`src/common/gwp_cfg.svh`:
```
// gwp_cfg.svh: sub-addresses, reset values and widths of the port wake, pull-up and
// alternate-select subregisters.
// assumes inclusion by bare name from package and design files.
`ifndef GWP_CFG_SVH
`define GWP_CFG_SVH

`define GWP_PORT_W 8
`define GWP_ADDR_W 8
`define GWP_SUB_ALTEN 8'h02
`define GWP_SUB_WAKE 8'h05
`define GWP_SUB_PULLUP 8'h06
`define GWP_SUB_ALTSEL1 8'h07
`define GWP_RESET_VAL 8'h00
`define GWP_ALTEN_RESET_D 8'h01
`define GWP_RESET_PIN_BIT 0
`define GWP_ADDR_RESET 8'h00
`define GWP_ARM_CYCLES 3'h5

`endif

```
`src/common/gwp_pkg.sv`:
```
// gwp_pkg.sv: types shared by the port subregister block.
// assumes gwp_cfg.svh on the include path.
`default_nettype none
`include "gwp_cfg.svh"

package gwp_pkg;
	typedef logic [`GWP_PORT_W-1:0] gwp_byte_type;
	typedef logic [`GWP_ADDR_W-1:0] gwp_sub_type;
	// which subregister the control-register access lands on
	typedef enum logic [2:0] {
		GWP_SEL_NONE = 3'b000,
		GWP_SEL_ALTEN = 3'b001,
		GWP_SEL_WAKE = 3'b010,
		GWP_SEL_PULLUP = 3'b011,
		GWP_SEL_ALTSEL1 = 3'b100
	} gwp_sel_type;
endpackage

`default_nettype wire

```
`src/hw/gwp_sync.sv`:
```
// gwp_sync.sv: three-flop pin synchroniser with agreement filter, one lane per pin.
// assumes pins are asynchronous to clk_i.
`default_nettype none
`include "gwp_cfg.svh"

module gwp_sync #(
	parameter int WIDTH = `GWP_PORT_W
) (
	input wire logic clk_i,
	input wire logic rst_i,
	input wire logic [WIDTH-1:0] pin_i,
	output logic [WIDTH-1:0] level_o
);
	logic [WIDTH-1:0] meta;
	logic [WIDTH-1:0] stage2;
	logic [WIDTH-1:0] stage3;
	logic [WIDTH-1:0] level;
	logic [WIDTH-1:0] next_level;

	////////////////////////////////////////////////////////////////////////////////
	// filtered level moves only when stages two and three agree
	always_comb begin
		for (int n = 0; n < WIDTH; n++) begin
			next_level[n] = (stage2[n] == stage3[n]) ? stage3[n] : level[n];
		end
	end

	// first flop feeds only the second
	always_ff @(posedge clk_i or posedge rst_i) begin
		if (rst_i) begin
			meta <= '0;
			stage2 <= '0;
			stage3 <= '0;
			level <= '0;
		end else begin
			meta <= pin_i;
			stage2 <= meta;
			stage3 <= stage2;
			level <= next_level;
		end
	end

	assign level_o = level;
endmodule

`default_nettype wire

```
`src/hw/gwp_port.sv`:
```
// gwp_port.sv: one 8-bit port's wake enable, pull-up enable and alternate set-1
// subregisters, reached through the port address and port control registers.
// assumes a simple strobe register port from the cpu and an alternate-function core
// that supplies two candidate functions per pin.
`default_nettype none
`include "gwp_cfg.svh"

module gwp_port
	import gwp_pkg::*;
#(
	parameter int WIDTH = `GWP_PORT_W,
	parameter bit IS_PORT_D = 1'b0
) (
	input wire logic clk_i,
	input wire logic rst_i,
	input wire logic addr_wr_i,
	input wire logic ctl_wr_i,
	input wire gwp_pkg::gwp_byte_type wdata_i,
	output logic [WIDTH-1:0] addr_rdata_o,
	output logic [WIDTH-1:0] ctl_rdata_o,
	input wire logic stop_mode_i,
	output logic wake_o,
	input wire logic [WIDTH-1:0] pin_i,
	output logic [WIDTH-1:0] pullup_en_o,
	input wire logic [WIDTH-1:0] gpio_out_i,
	input wire logic [WIDTH-1:0] gpio_oe_i,
	input wire logic [WIDTH-1:0] alt0_out_i,
	input wire logic [WIDTH-1:0] alt0_oe_i,
	input wire logic [WIDTH-1:0] alt1_out_i,
	input wire logic [WIDTH-1:0] alt1_oe_i,
	output logic [WIDTH-1:0] pin_o,
	output logic [WIDTH-1:0] pin_oe_o
);
	import gwp_pkg::*;

	gwp_sub_type sub_addr;
	logic [WIDTH-1:0] port_altfunc_enable;
	logic [WIDTH-1:0] port_stop_wake_enable;
	logic [WIDTH-1:0] port_pullup_enable;
	logic [WIDTH-1:0] port_altfunc_select_one;
	gwp_sub_type next_sub_addr;
	logic [WIDTH-1:0] next_altfunc_enable;
	logic [WIDTH-1:0] next_stop_wake_enable;
	logic [WIDTH-1:0] next_pullup_enable;
	logic [WIDTH-1:0] next_altfunc_select_one;
	logic [WIDTH-1:0] pin_level;
	logic [WIDTH-1:0] pin_prev;
	logic [WIDTH-1:0] wake_mask;
	logic [WIDTH-1:0] pin_edge;
	logic wake;
	logic next_wake;
	logic [WIDTH-1:0] ctl_rdata;
	logic [WIDTH-1:0] next_ctl_rdata;
	gwp_sel_type sel;
	logic [2:0] arm_count;
	logic [2:0] next_arm_count;
	logic armed;

	// sub-address decode, shared by write and read paths
	function automatic gwp_sel_type decode_sub(input gwp_sub_type a);
		case (a)
			`GWP_SUB_ALTEN: decode_sub = GWP_SEL_ALTEN;
			`GWP_SUB_WAKE: decode_sub = GWP_SEL_WAKE;
			`GWP_SUB_PULLUP: decode_sub = GWP_SEL_PULLUP;
			`GWP_SUB_ALTSEL1: decode_sub = GWP_SEL_ALTSEL1;
			default: decode_sub = GWP_SEL_NONE;
		endcase
	endfunction

	////////////////////////////////////////////////////////////////////////////////
	// address latch: picks the subregister for the following control accesses
	always_comb begin
		next_sub_addr = addr_wr_i ? wdata_i : sub_addr;
	end

	// the latch is readable back through addr_rdata_o
	always_ff @(posedge clk_i or posedge rst_i) begin
		if (rst_i) begin
			sub_addr <= `GWP_ADDR_RESET;
		end else begin
			sub_addr <= next_sub_addr;
		end
	end

	// subregisters: only a control write to a mapped sub-address changes one
	always_comb begin
		sel = decode_sub(sub_addr);
		next_altfunc_enable = port_altfunc_enable;
		next_stop_wake_enable = port_stop_wake_enable;
		next_pullup_enable = port_pullup_enable;
		next_altfunc_select_one = port_altfunc_select_one;
		if (ctl_wr_i) begin
			case (sel)
				GWP_SEL_ALTEN: next_altfunc_enable = wdata_i;
				GWP_SEL_WAKE: next_stop_wake_enable = wdata_i;
				GWP_SEL_PULLUP: next_pullup_enable = wdata_i;
				GWP_SEL_ALTSEL1: next_altfunc_select_one = wdata_i;
				default: ;
			endcase
		end
	end

	// reset leaves port D's reset-pin bit on its alternate function
	always_ff @(posedge clk_i or posedge rst_i) begin
		if (rst_i) begin
			port_altfunc_enable <= IS_PORT_D ? `GWP_ALTEN_RESET_D : `GWP_RESET_VAL;
			port_stop_wake_enable <= `GWP_RESET_VAL;
			port_pullup_enable <= `GWP_RESET_VAL;
			port_altfunc_select_one <= `GWP_RESET_VAL;
		end else begin
			port_altfunc_enable <= next_altfunc_enable;
			port_stop_wake_enable <= next_stop_wake_enable;
			port_pullup_enable <= next_pullup_enable;
			port_altfunc_select_one <= next_altfunc_select_one;
		end
	end

	////////////////////////////////////////////////////////////////////////////////
	// control read: follows the next values so a write reads back one cycle later
	always_comb begin
		case (sel)
			GWP_SEL_ALTEN: next_ctl_rdata = next_altfunc_enable;
			GWP_SEL_WAKE: next_ctl_rdata = next_stop_wake_enable;
			GWP_SEL_PULLUP: next_ctl_rdata = next_pullup_enable;
			GWP_SEL_ALTSEL1: next_ctl_rdata = next_altfunc_select_one;
			default: next_ctl_rdata = '0; // unknown sub-addresses read zero
		endcase
		// an address write blanks the read for the cycle in which the selection moves
		if (addr_wr_i) begin
			next_ctl_rdata = '0;
		end
	end

	always_ff @(posedge clk_i or posedge rst_i) begin
		if (rst_i) begin
			ctl_rdata <= '0;
		end else begin
			ctl_rdata <= next_ctl_rdata;
		end
	end

	assign addr_rdata_o = sub_addr;
	assign ctl_rdata_o = ctl_rdata;

	////////////////////////////////////////////////////////////////////////////////
	// pin synchronisers, then edge detection for stop-mode wake
	gwp_sync #(
		.WIDTH(WIDTH)
	) u_sync (
		.clk_i(clk_i),
		.rst_i(rst_i),
		.pin_i(pin_i),
		.level_o(pin_level)
	);

	// wake edges are ignored until sync stages and prev hold real pin levels;
	// otherwise a pin idling high would fake an edge just after reset
	always_comb begin
		armed = (arm_count == `GWP_ARM_CYCLES);
		next_arm_count = armed ? arm_count : 3'(arm_count + 3'h1);
	end

	always_ff @(posedge clk_i or posedge rst_i) begin
		if (rst_i) begin
			arm_count <= 3'h0;
		end else begin
			arm_count <= next_arm_count;
		end
	end

	// reset pin shares port D bit 0, so it is masked out of wake sources
	always_comb begin
		wake_mask = port_stop_wake_enable;
		if (IS_PORT_D) begin
			wake_mask[`GWP_RESET_PIN_BIT] = 1'b0;
		end
		pin_edge = (pin_level ^ pin_prev) & wake_mask;
		next_wake = armed & stop_mode_i & (|pin_edge);
	end

	// prev tracks continuously so a stale level never fakes an edge on stop entry
	always_ff @(posedge clk_i or posedge rst_i) begin
		if (rst_i) begin
			pin_prev <= '0;
			wake <= 1'b0;
		end else begin
			pin_prev <= pin_level;
			wake <= next_wake;
		end
	end

	assign wake_o = wake;

	////////////////////////////////////////////////////////////////////////////////
	// pad control: pull-ups and alternate-function mux, per pin
	assign pullup_en_o = port_pullup_enable;

	// select alone never takes the pin; the enable must be set too
	generate
		for (genvar n = 0; n < WIDTH; n++) begin : g_pin
			logic alt_out;
			logic alt_oe;
			assign alt_out = port_altfunc_select_one[n] ? alt1_out_i[n] : alt0_out_i[n];
			assign alt_oe = port_altfunc_select_one[n] ? alt1_oe_i[n] : alt0_oe_i[n];
			assign pin_o[n] = port_altfunc_enable[n] ? alt_out : gpio_out_i[n];
			assign pin_oe_o[n] = port_altfunc_enable[n] ? alt_oe : gpio_oe_i[n];
		end
	endgenerate
endmodule

`default_nettype wire

```
`config.mk`:
```
export PLATFORM = sky130hd
export DESIGN_NAME = gwp_port
export DESIGN_NICKNAME = d
export VERILOG_FILES = /design/src/common/gwp_pkg.sv /design/src/hw/gwp_sync.sv /design/src/hw/gwp_port.sv
export VERILOG_INCLUDE_DIRS = /design/src /design/src/common
export SDC_FILE = /design/constraint.sdc
export NUM_CORES = 1
export LEC_CHECK = 0
export ABC_AREA = 1
export BUFFER_PORTS_ARGS = -buffer_cell sky130_fd_sc_hd__buf_4
export CORE_UTILIZATION = 40
export CTS_CLUSTER_DIAMETER = 40
export DETAILED_ROUTE_END_ITERATION = 10
export PLACE_DENSITY = 0.73
export SYNTH_ARGS = -nofsm -noshare
export SYNTH_HDL_FRONTEND = slang
export SYNTH_SLANG_ARGS = --single-unit
```
`constraint.sdc`:
```
create_clock -name clk_i -period 3.2 [get_ports clk_i]
set_input_delay 0.48 -clock clk_i [delete_from_list [all_inputs] [get_ports clk_i]]
set_output_delay 0.48 -clock clk_i [all_outputs]
set_load 0.05 [all_outputs]
```
# Word-level counts from Yosys, hierarchy flattened
# Cells that the tools add are included.
[classes] bitwise=4 reduce_logical=1 n_addsub=1 mux=43 n_eq_ne=17
[op_table] cell="$mux 8" count=9
[op_table] cell="$mux 1" count=32
[op_table] cell="$pmux 8 s4" count=1
[op_table] cell="$eq 8x3->1 const B" count=3
[op_table] cell="$pmux 3 s4" count=1
[op_table] cell="$and 8x8->8" count=1
[op_table] cell="$eq 1x1->1" count=8
[op_table] cell="$eq 8x2->1 const B" count=1
[op_table] cell="$reduce_or 8->1" count=1
[op_table] cell="$xor 8x8->8" count=1
[op_table] cell="$eq 3x2->1 const B" count=2
[op_table] cell="$eq 3x3->1 const B" count=2
[op_table] cell="$add 3x1->3 const B" count=1
[op_table] cell="$eq 3x1->1 const B" count=1
[op_table] cell="$and 1x1->1" count=2
[totals] input_bits=69 word_cells=86 reg_bits=92 out_inout_bits=41

# Longest topological paths before layout
[logic_depth] ltp_word=7 mapped_depth=10 depth_no_buf=10

# By module
# Synthesis repeated with hierarchy kept, for this count alone.
[hier_totals] hier_cells=538 hier_area_um2=4346.7
[by_module_without_submodules] mod="gwp_port" n_inst=1 seq_area_each_um2=1501.4 area_each_um2=3412.0 cells_per_inst=473
[by_module_without_submodules] mod="gwp_sync" n_inst=1 seq_area_each_um2=800.8 area_each_um2=934.6 cells_per_inst=65

# Worst setup path after synthesis
# OpenSTA, ideal clock, no wires.
[synth_path] path_kind="input to output" from="input alt0_out_i[0]" to="output pin_o[0]" path_stages=2 arrival_ns=1.624 n_path_buf=0 path_slack_ns=1.096 required_ns=2.720 cell_sequence="o21ai_0 o21ai_0"
[synth_via] elab_chain_cells=2
[synth_rtl] element="from (decl)" line_no="gwp_port.sv:27" text="input wire logic [WIDTH-1:0] alt0_out_i,"
[synth_rtl] element="$mux 1" line_no="gwp_port.sv:203" text="assign alt_out = port_altfunc_select_one[n] ? alt1_out_i[n] : alt0_out_i[n];"
[synth_rtl] element="$mux 1" line_no="gwp_port.sv:205" text="assign pin_o[n] = port_altfunc_enable[n] ? alt_out : gpio_out_i[n];"
[synth_rtl] element="to (decl)" line_no="gwp_port.sv:31" text="output logic [WIDTH-1:0] pin_o,"
# No other way between the ends.

# Worst setup path after layout
[layout_path] from="register sub_addr[5], in the netlist addr_rdata_o[5]" to="register ctl_rdata[3], in the netlist ctl_rdata_o[3]"
[layout_via] elab_chain_cells=7 elab_cells_between_ends=19 cone_classes="eq/ne (8); mux (11)"
[layout_rtl] element="from (decl)" line_no="gwp_port.sv:36" text="gwp_sub_type sub_addr;"
[layout_rtl] element="from (signal assigned)" line_no="gwp_port.sv:79" text="sub_addr <= `GWP_ADDR_RESET;"
[layout_rtl] element="from (signal assigned)" line_no="gwp_port.sv:81" text="sub_addr <= next_sub_addr;"
[layout_rtl] element="$eq 8x3->1 / $eq 8x2->1 (equally long branches)" line_no="gwp_port.sv:61" text="case (a)"
[layout_rtl] element="$pmux 3 s4 (*)" line_no="gwp_port.sv:61"
[layout_rtl] element="$eq 3x3->1, or another cell as far along" line_no="gwp_port.sv:93, gwp_port.sv:121"
[layout_rtl] element="$mux 8" line_no="gwp_port.sv:93" text="case (sel)"
[layout_rtl] element="$mux 8" line_no="gwp_port.sv:92" text="if (ctl_wr_i) begin"
[layout_rtl] element="$pmux 8 s4 (*)" line_no="gwp_port.sv:121" text="case (sel)"
[layout_rtl] element="$mux 8 (*)" line_no="gwp_port.sv:129" text="if (addr_wr_i) begin"
[layout_rtl] element="net next_ctl_rdata[3]" line_no="gwp_port.sv:53" text="logic [WIDTH-1:0] next_ctl_rdata;"
[layout_rtl] element="to (signal assigned)" line_no="gwp_port.sv:138" text="ctl_rdata <= next_ctl_rdata;"
[layout_rtl] element="to (decl)" line_no="gwp_port.sv:52" text="logic [WIDTH-1:0] ctl_rdata;"
# The timed path passes the listed nets; every way through them passes the cells marked *.
# A chain may end at the register's enable or synchronous reset.

==> flow_metrics.tcl <==
set metrics [dict create \
    synthToLayoutAreaGrowth_pct 27.3 \
    ios 110 \
    endpoint_kind "register" \
    core_mm2 0.00995 \
    row_count 36 \
    synth-main-ff-cell "dfrtp_1" \
    htree_num_levels 3 \
    cts_hold_buf 0 \
    critPathBufInv 1 \
    r2r_setup_slack_ps 1310 \
    path_clk_slew_ps 100 \
    antenna_left 0 \
    synthesis.nets 543 \
    dr.first_iter.drc_count 278 \
    r2r_end "ctl_rdata_o[3]$_DFF_PP0_" \
    clockBufferDepth 2 \
    setup_tns_ps 0 \
    synth_warnings 0 \
    grt_pass1_wl_um 17200 \
    tritoncts "built" \
    routed-via-count 3470 \
    grt_max_degree 39 \
    crit_path_max_incr_delay_ps 420 \
    p_total_uw 2440 \
    postCtsResizedCells 0 \
    path_cells "nor2_2, nand2_4, inv_2, nand3_1, nand2_1, nand3_1, nand2_1, nor2_1, nor2_1" \
    track_usage 0.201 \
    grt_pass1_vias 3505 \
    drc_errors 0 \
    clk_latency_ps 370 \
    yosysTopAreaCell "dfrtp_1" \
    gp_congestion 0.831 \
    hold_violations 0 \
    crit_path_max_fanout 11 \
    rsz0062_at_grt "false" \
    start_kind "register" \
    irDropWorstVdd_mv 0.249 \
    max_slew.worst_pin.slew_ps 620 \
    async_flop_share 1.00 \
    setup_viol 0 \
    required_ps 3500 \
    slowest_stage "dfrtp_1" \
    synth_area_leaders "dfrtp_1 (55%), nand2_1 (8.2%), nand3_1 (7.4%), and2_1 (4.8%), inv_1 (4.7%)" \
    postSynthCellCount 472 \
    syn_area_mm2 0.00418 \
    finalNetCount 655 \
    max_cap_viol_count 0 \
    fmax_ghz 0.530 \
    fin_skew_ps 10.2 \
    final_area_mm2 0.00532 \
    antenna_found_initial 0 \
    die_h_um 104 \
    port_buffers 109 \
    p_leak_uw 0.00261 \
    worstSetupPathType "register to register" \
    yosys-top-cells-count "dfrtp_1 (92), nand2_1 (91), nand3_1 (62), inv_1 (52), nor2_1 (49)" \
    synth_seq_cells 92 \
    die-area_mm2 0.0109 \
    postCtsSetupBuffers 0 \
    yosysSeqAreaShare 0.551 \
    drive_gt1_frac 0.246 \
    diodes 0 \
    ff2ff_path_depth 9 \
    post-route-util 0.534 \
    cts_buffers 9 \
    worst_slew_margin_rel 0.586 \
    hpwlAfterDp_um 7410 \
    place_area_mm2 0.00511 \
    synth.distinct_cells 28 \
    synth_top_area_share 0.551 \
    fin_crit_sh 0.589 \
    cts_root_buf "clkbuf_8" \
    globalRouteOverflowTotal 0 \
    drv_slew 0 \
    dieWidth_um 104 \
    viasPerCell 4.81 \
    outcome "complete, no violations" \
    post_drt_wl_per_cell_um 13.8 \
    min_period_ps 1890 \
    p_per_area_mw_per_mm2 458 \
    hp-class "input pin to asynchronous set/reset pin" \
    start_util 0.420 \
    crit_arrival_ps 2190 \
    rr_startpoint "addr_rdata_o[5]$_DFFE_PP0P_" \
    yosysMostFrequentCell "dfrtp_1" \
    numClockSinks 92 \
    avgSynthCellArea_um2 8.85 \
    crit_family "simple AND/OR/NAND/NOR gates" \
    wl_um 9930 \
    firstDrtPassIters 4 \
    synth_edf_count 0 \
]
-- state kept, by name, summed over array words and instances (netlist names) --
register and flops:
addr_rdata_o 8, ctl_rdata_o 8, pin_prev 8, port_altfunc_enable 8, port_altfunc_select_one 8, port_stop_wake_enable 8
pullup_en_o 8, u_sync.level_o 8, u_sync.meta 8, u_sync.stage2 8, u_sync.stage3 8, arm_count 3
wake_o 1
-- worst max path at each step --
stage	from	endpoint	slack, ps	cells past startpoint
final	addr_rdata_o[5]$_DFFE_PP0P_	ctl_rdata_o[3]$_DFF_PP0_	1310	9
after global routing	addr_rdata_o[4]$_DFFE_PP0P_	ctl_rdata_o[7]$_DFF_PP0_	1130	9
after CTS	addr_rdata_o[4]$_DFFE_PP0P_	ctl_rdata_o[3]$_DFF_PP0_	1330	9
after detailed placement	addr_rdata_o[4]$_DFFE_PP0P_	ctl_rdata_o[3]$_DFF_PP0_	1350	9
after global placement	addr_rdata_o[4]$_DFFE_PP0P_	ctl_rdata_o[6]$_DFF_PP0_	1410	9
after floorplan	rst_i	addr_rdata_o[0]$_DFFE_PP0P_	330	1
-- power breakdown --
group	switching [uW]	leakage [uW]	internal, uW
clock network	467	0.000103	311
registers	43.2	0.000999	1220
logic	249	0.00151	146
total	759	0.00261	1680
-- cells by family after synthesis --
family / Yosys count / synth area share
compound gates: 44 / 0.0533
flops: 92 / 0.551
buf+inv: 65 / 0.0650
simple gates: 258 / 0.299
fa+ha+maj: 10 / 0.0251
xor+xnor: 3 / 0.00629
-- cell usage in the layout, fill, tap and decap left out --
| cell | n |
|---|---|
| inv_6 | 1 |
| a21oi_1 | 5 |
| xnor2_1 | 2 |
| xor2_1 | 1 |
| nand4_1 | 9 |
| a21o_1 | 1 |
| nor2_1 | 49 |
| clkbuf_8 | 9 |
| nand3_4 | 2 |
| dfrtp_1 | 92 |
| nand2_1 | 91 |
| nor2_4 | 3 |
| nor3_4 | 1 |
| and2_1 | 32 |
| inv_1 | 51 |
| inv_8 | 2 |
| buf_4 | 111 |
| clkinv_2 | 1 |
| nand2_2 | 2 |
| maj3_1 | 8 |
| clkinv_4 | 2 |
| nand3_1 | 62 |
| o21ai_0 | 38 |
| nor2_8 | 1 |
| inv_2 | 3 |
| nor3_1 | 1 |
| nand2_4 | 1 |
| clkinv_8 | 2 |
| ha_1 | 2 |
| nor2_2 | 4 |
-- cell type report --
cell class                      count  area [um2]
Multi-Input combinational cell    315        1610
Sequential cell                    92        2300
Timing Repair Buffer              111         833
Fill cell                         904        4630
Tap cell                          133         166
Clock buffer                        9         124
Clock inverter                      7        81.3
Inverter                           55         208
-- metal layers --
metal,routed length [um],up-vias,share of wire,GRT usage
met5,0,-,0,0
met4,109,0,0.011,0.0510
met3,652,8,0.066,0.0545
met2,4520,115,0.46,0.312
met1,4650,1614,0.47,0.278
li1,-,1733,-,-
-- metrics by stage --
stage          setup WS, ps  std cells  hold slack, ps
6_report               1310        722             165
5_1_grt                1130        722             171
4_1_cts                1330        722             185
3_5_place_dp           1350        706             335
3_3_place_gp           1410        706             332
2_1_floorplan           328        472             331
(Power assumes the default switching activity.)
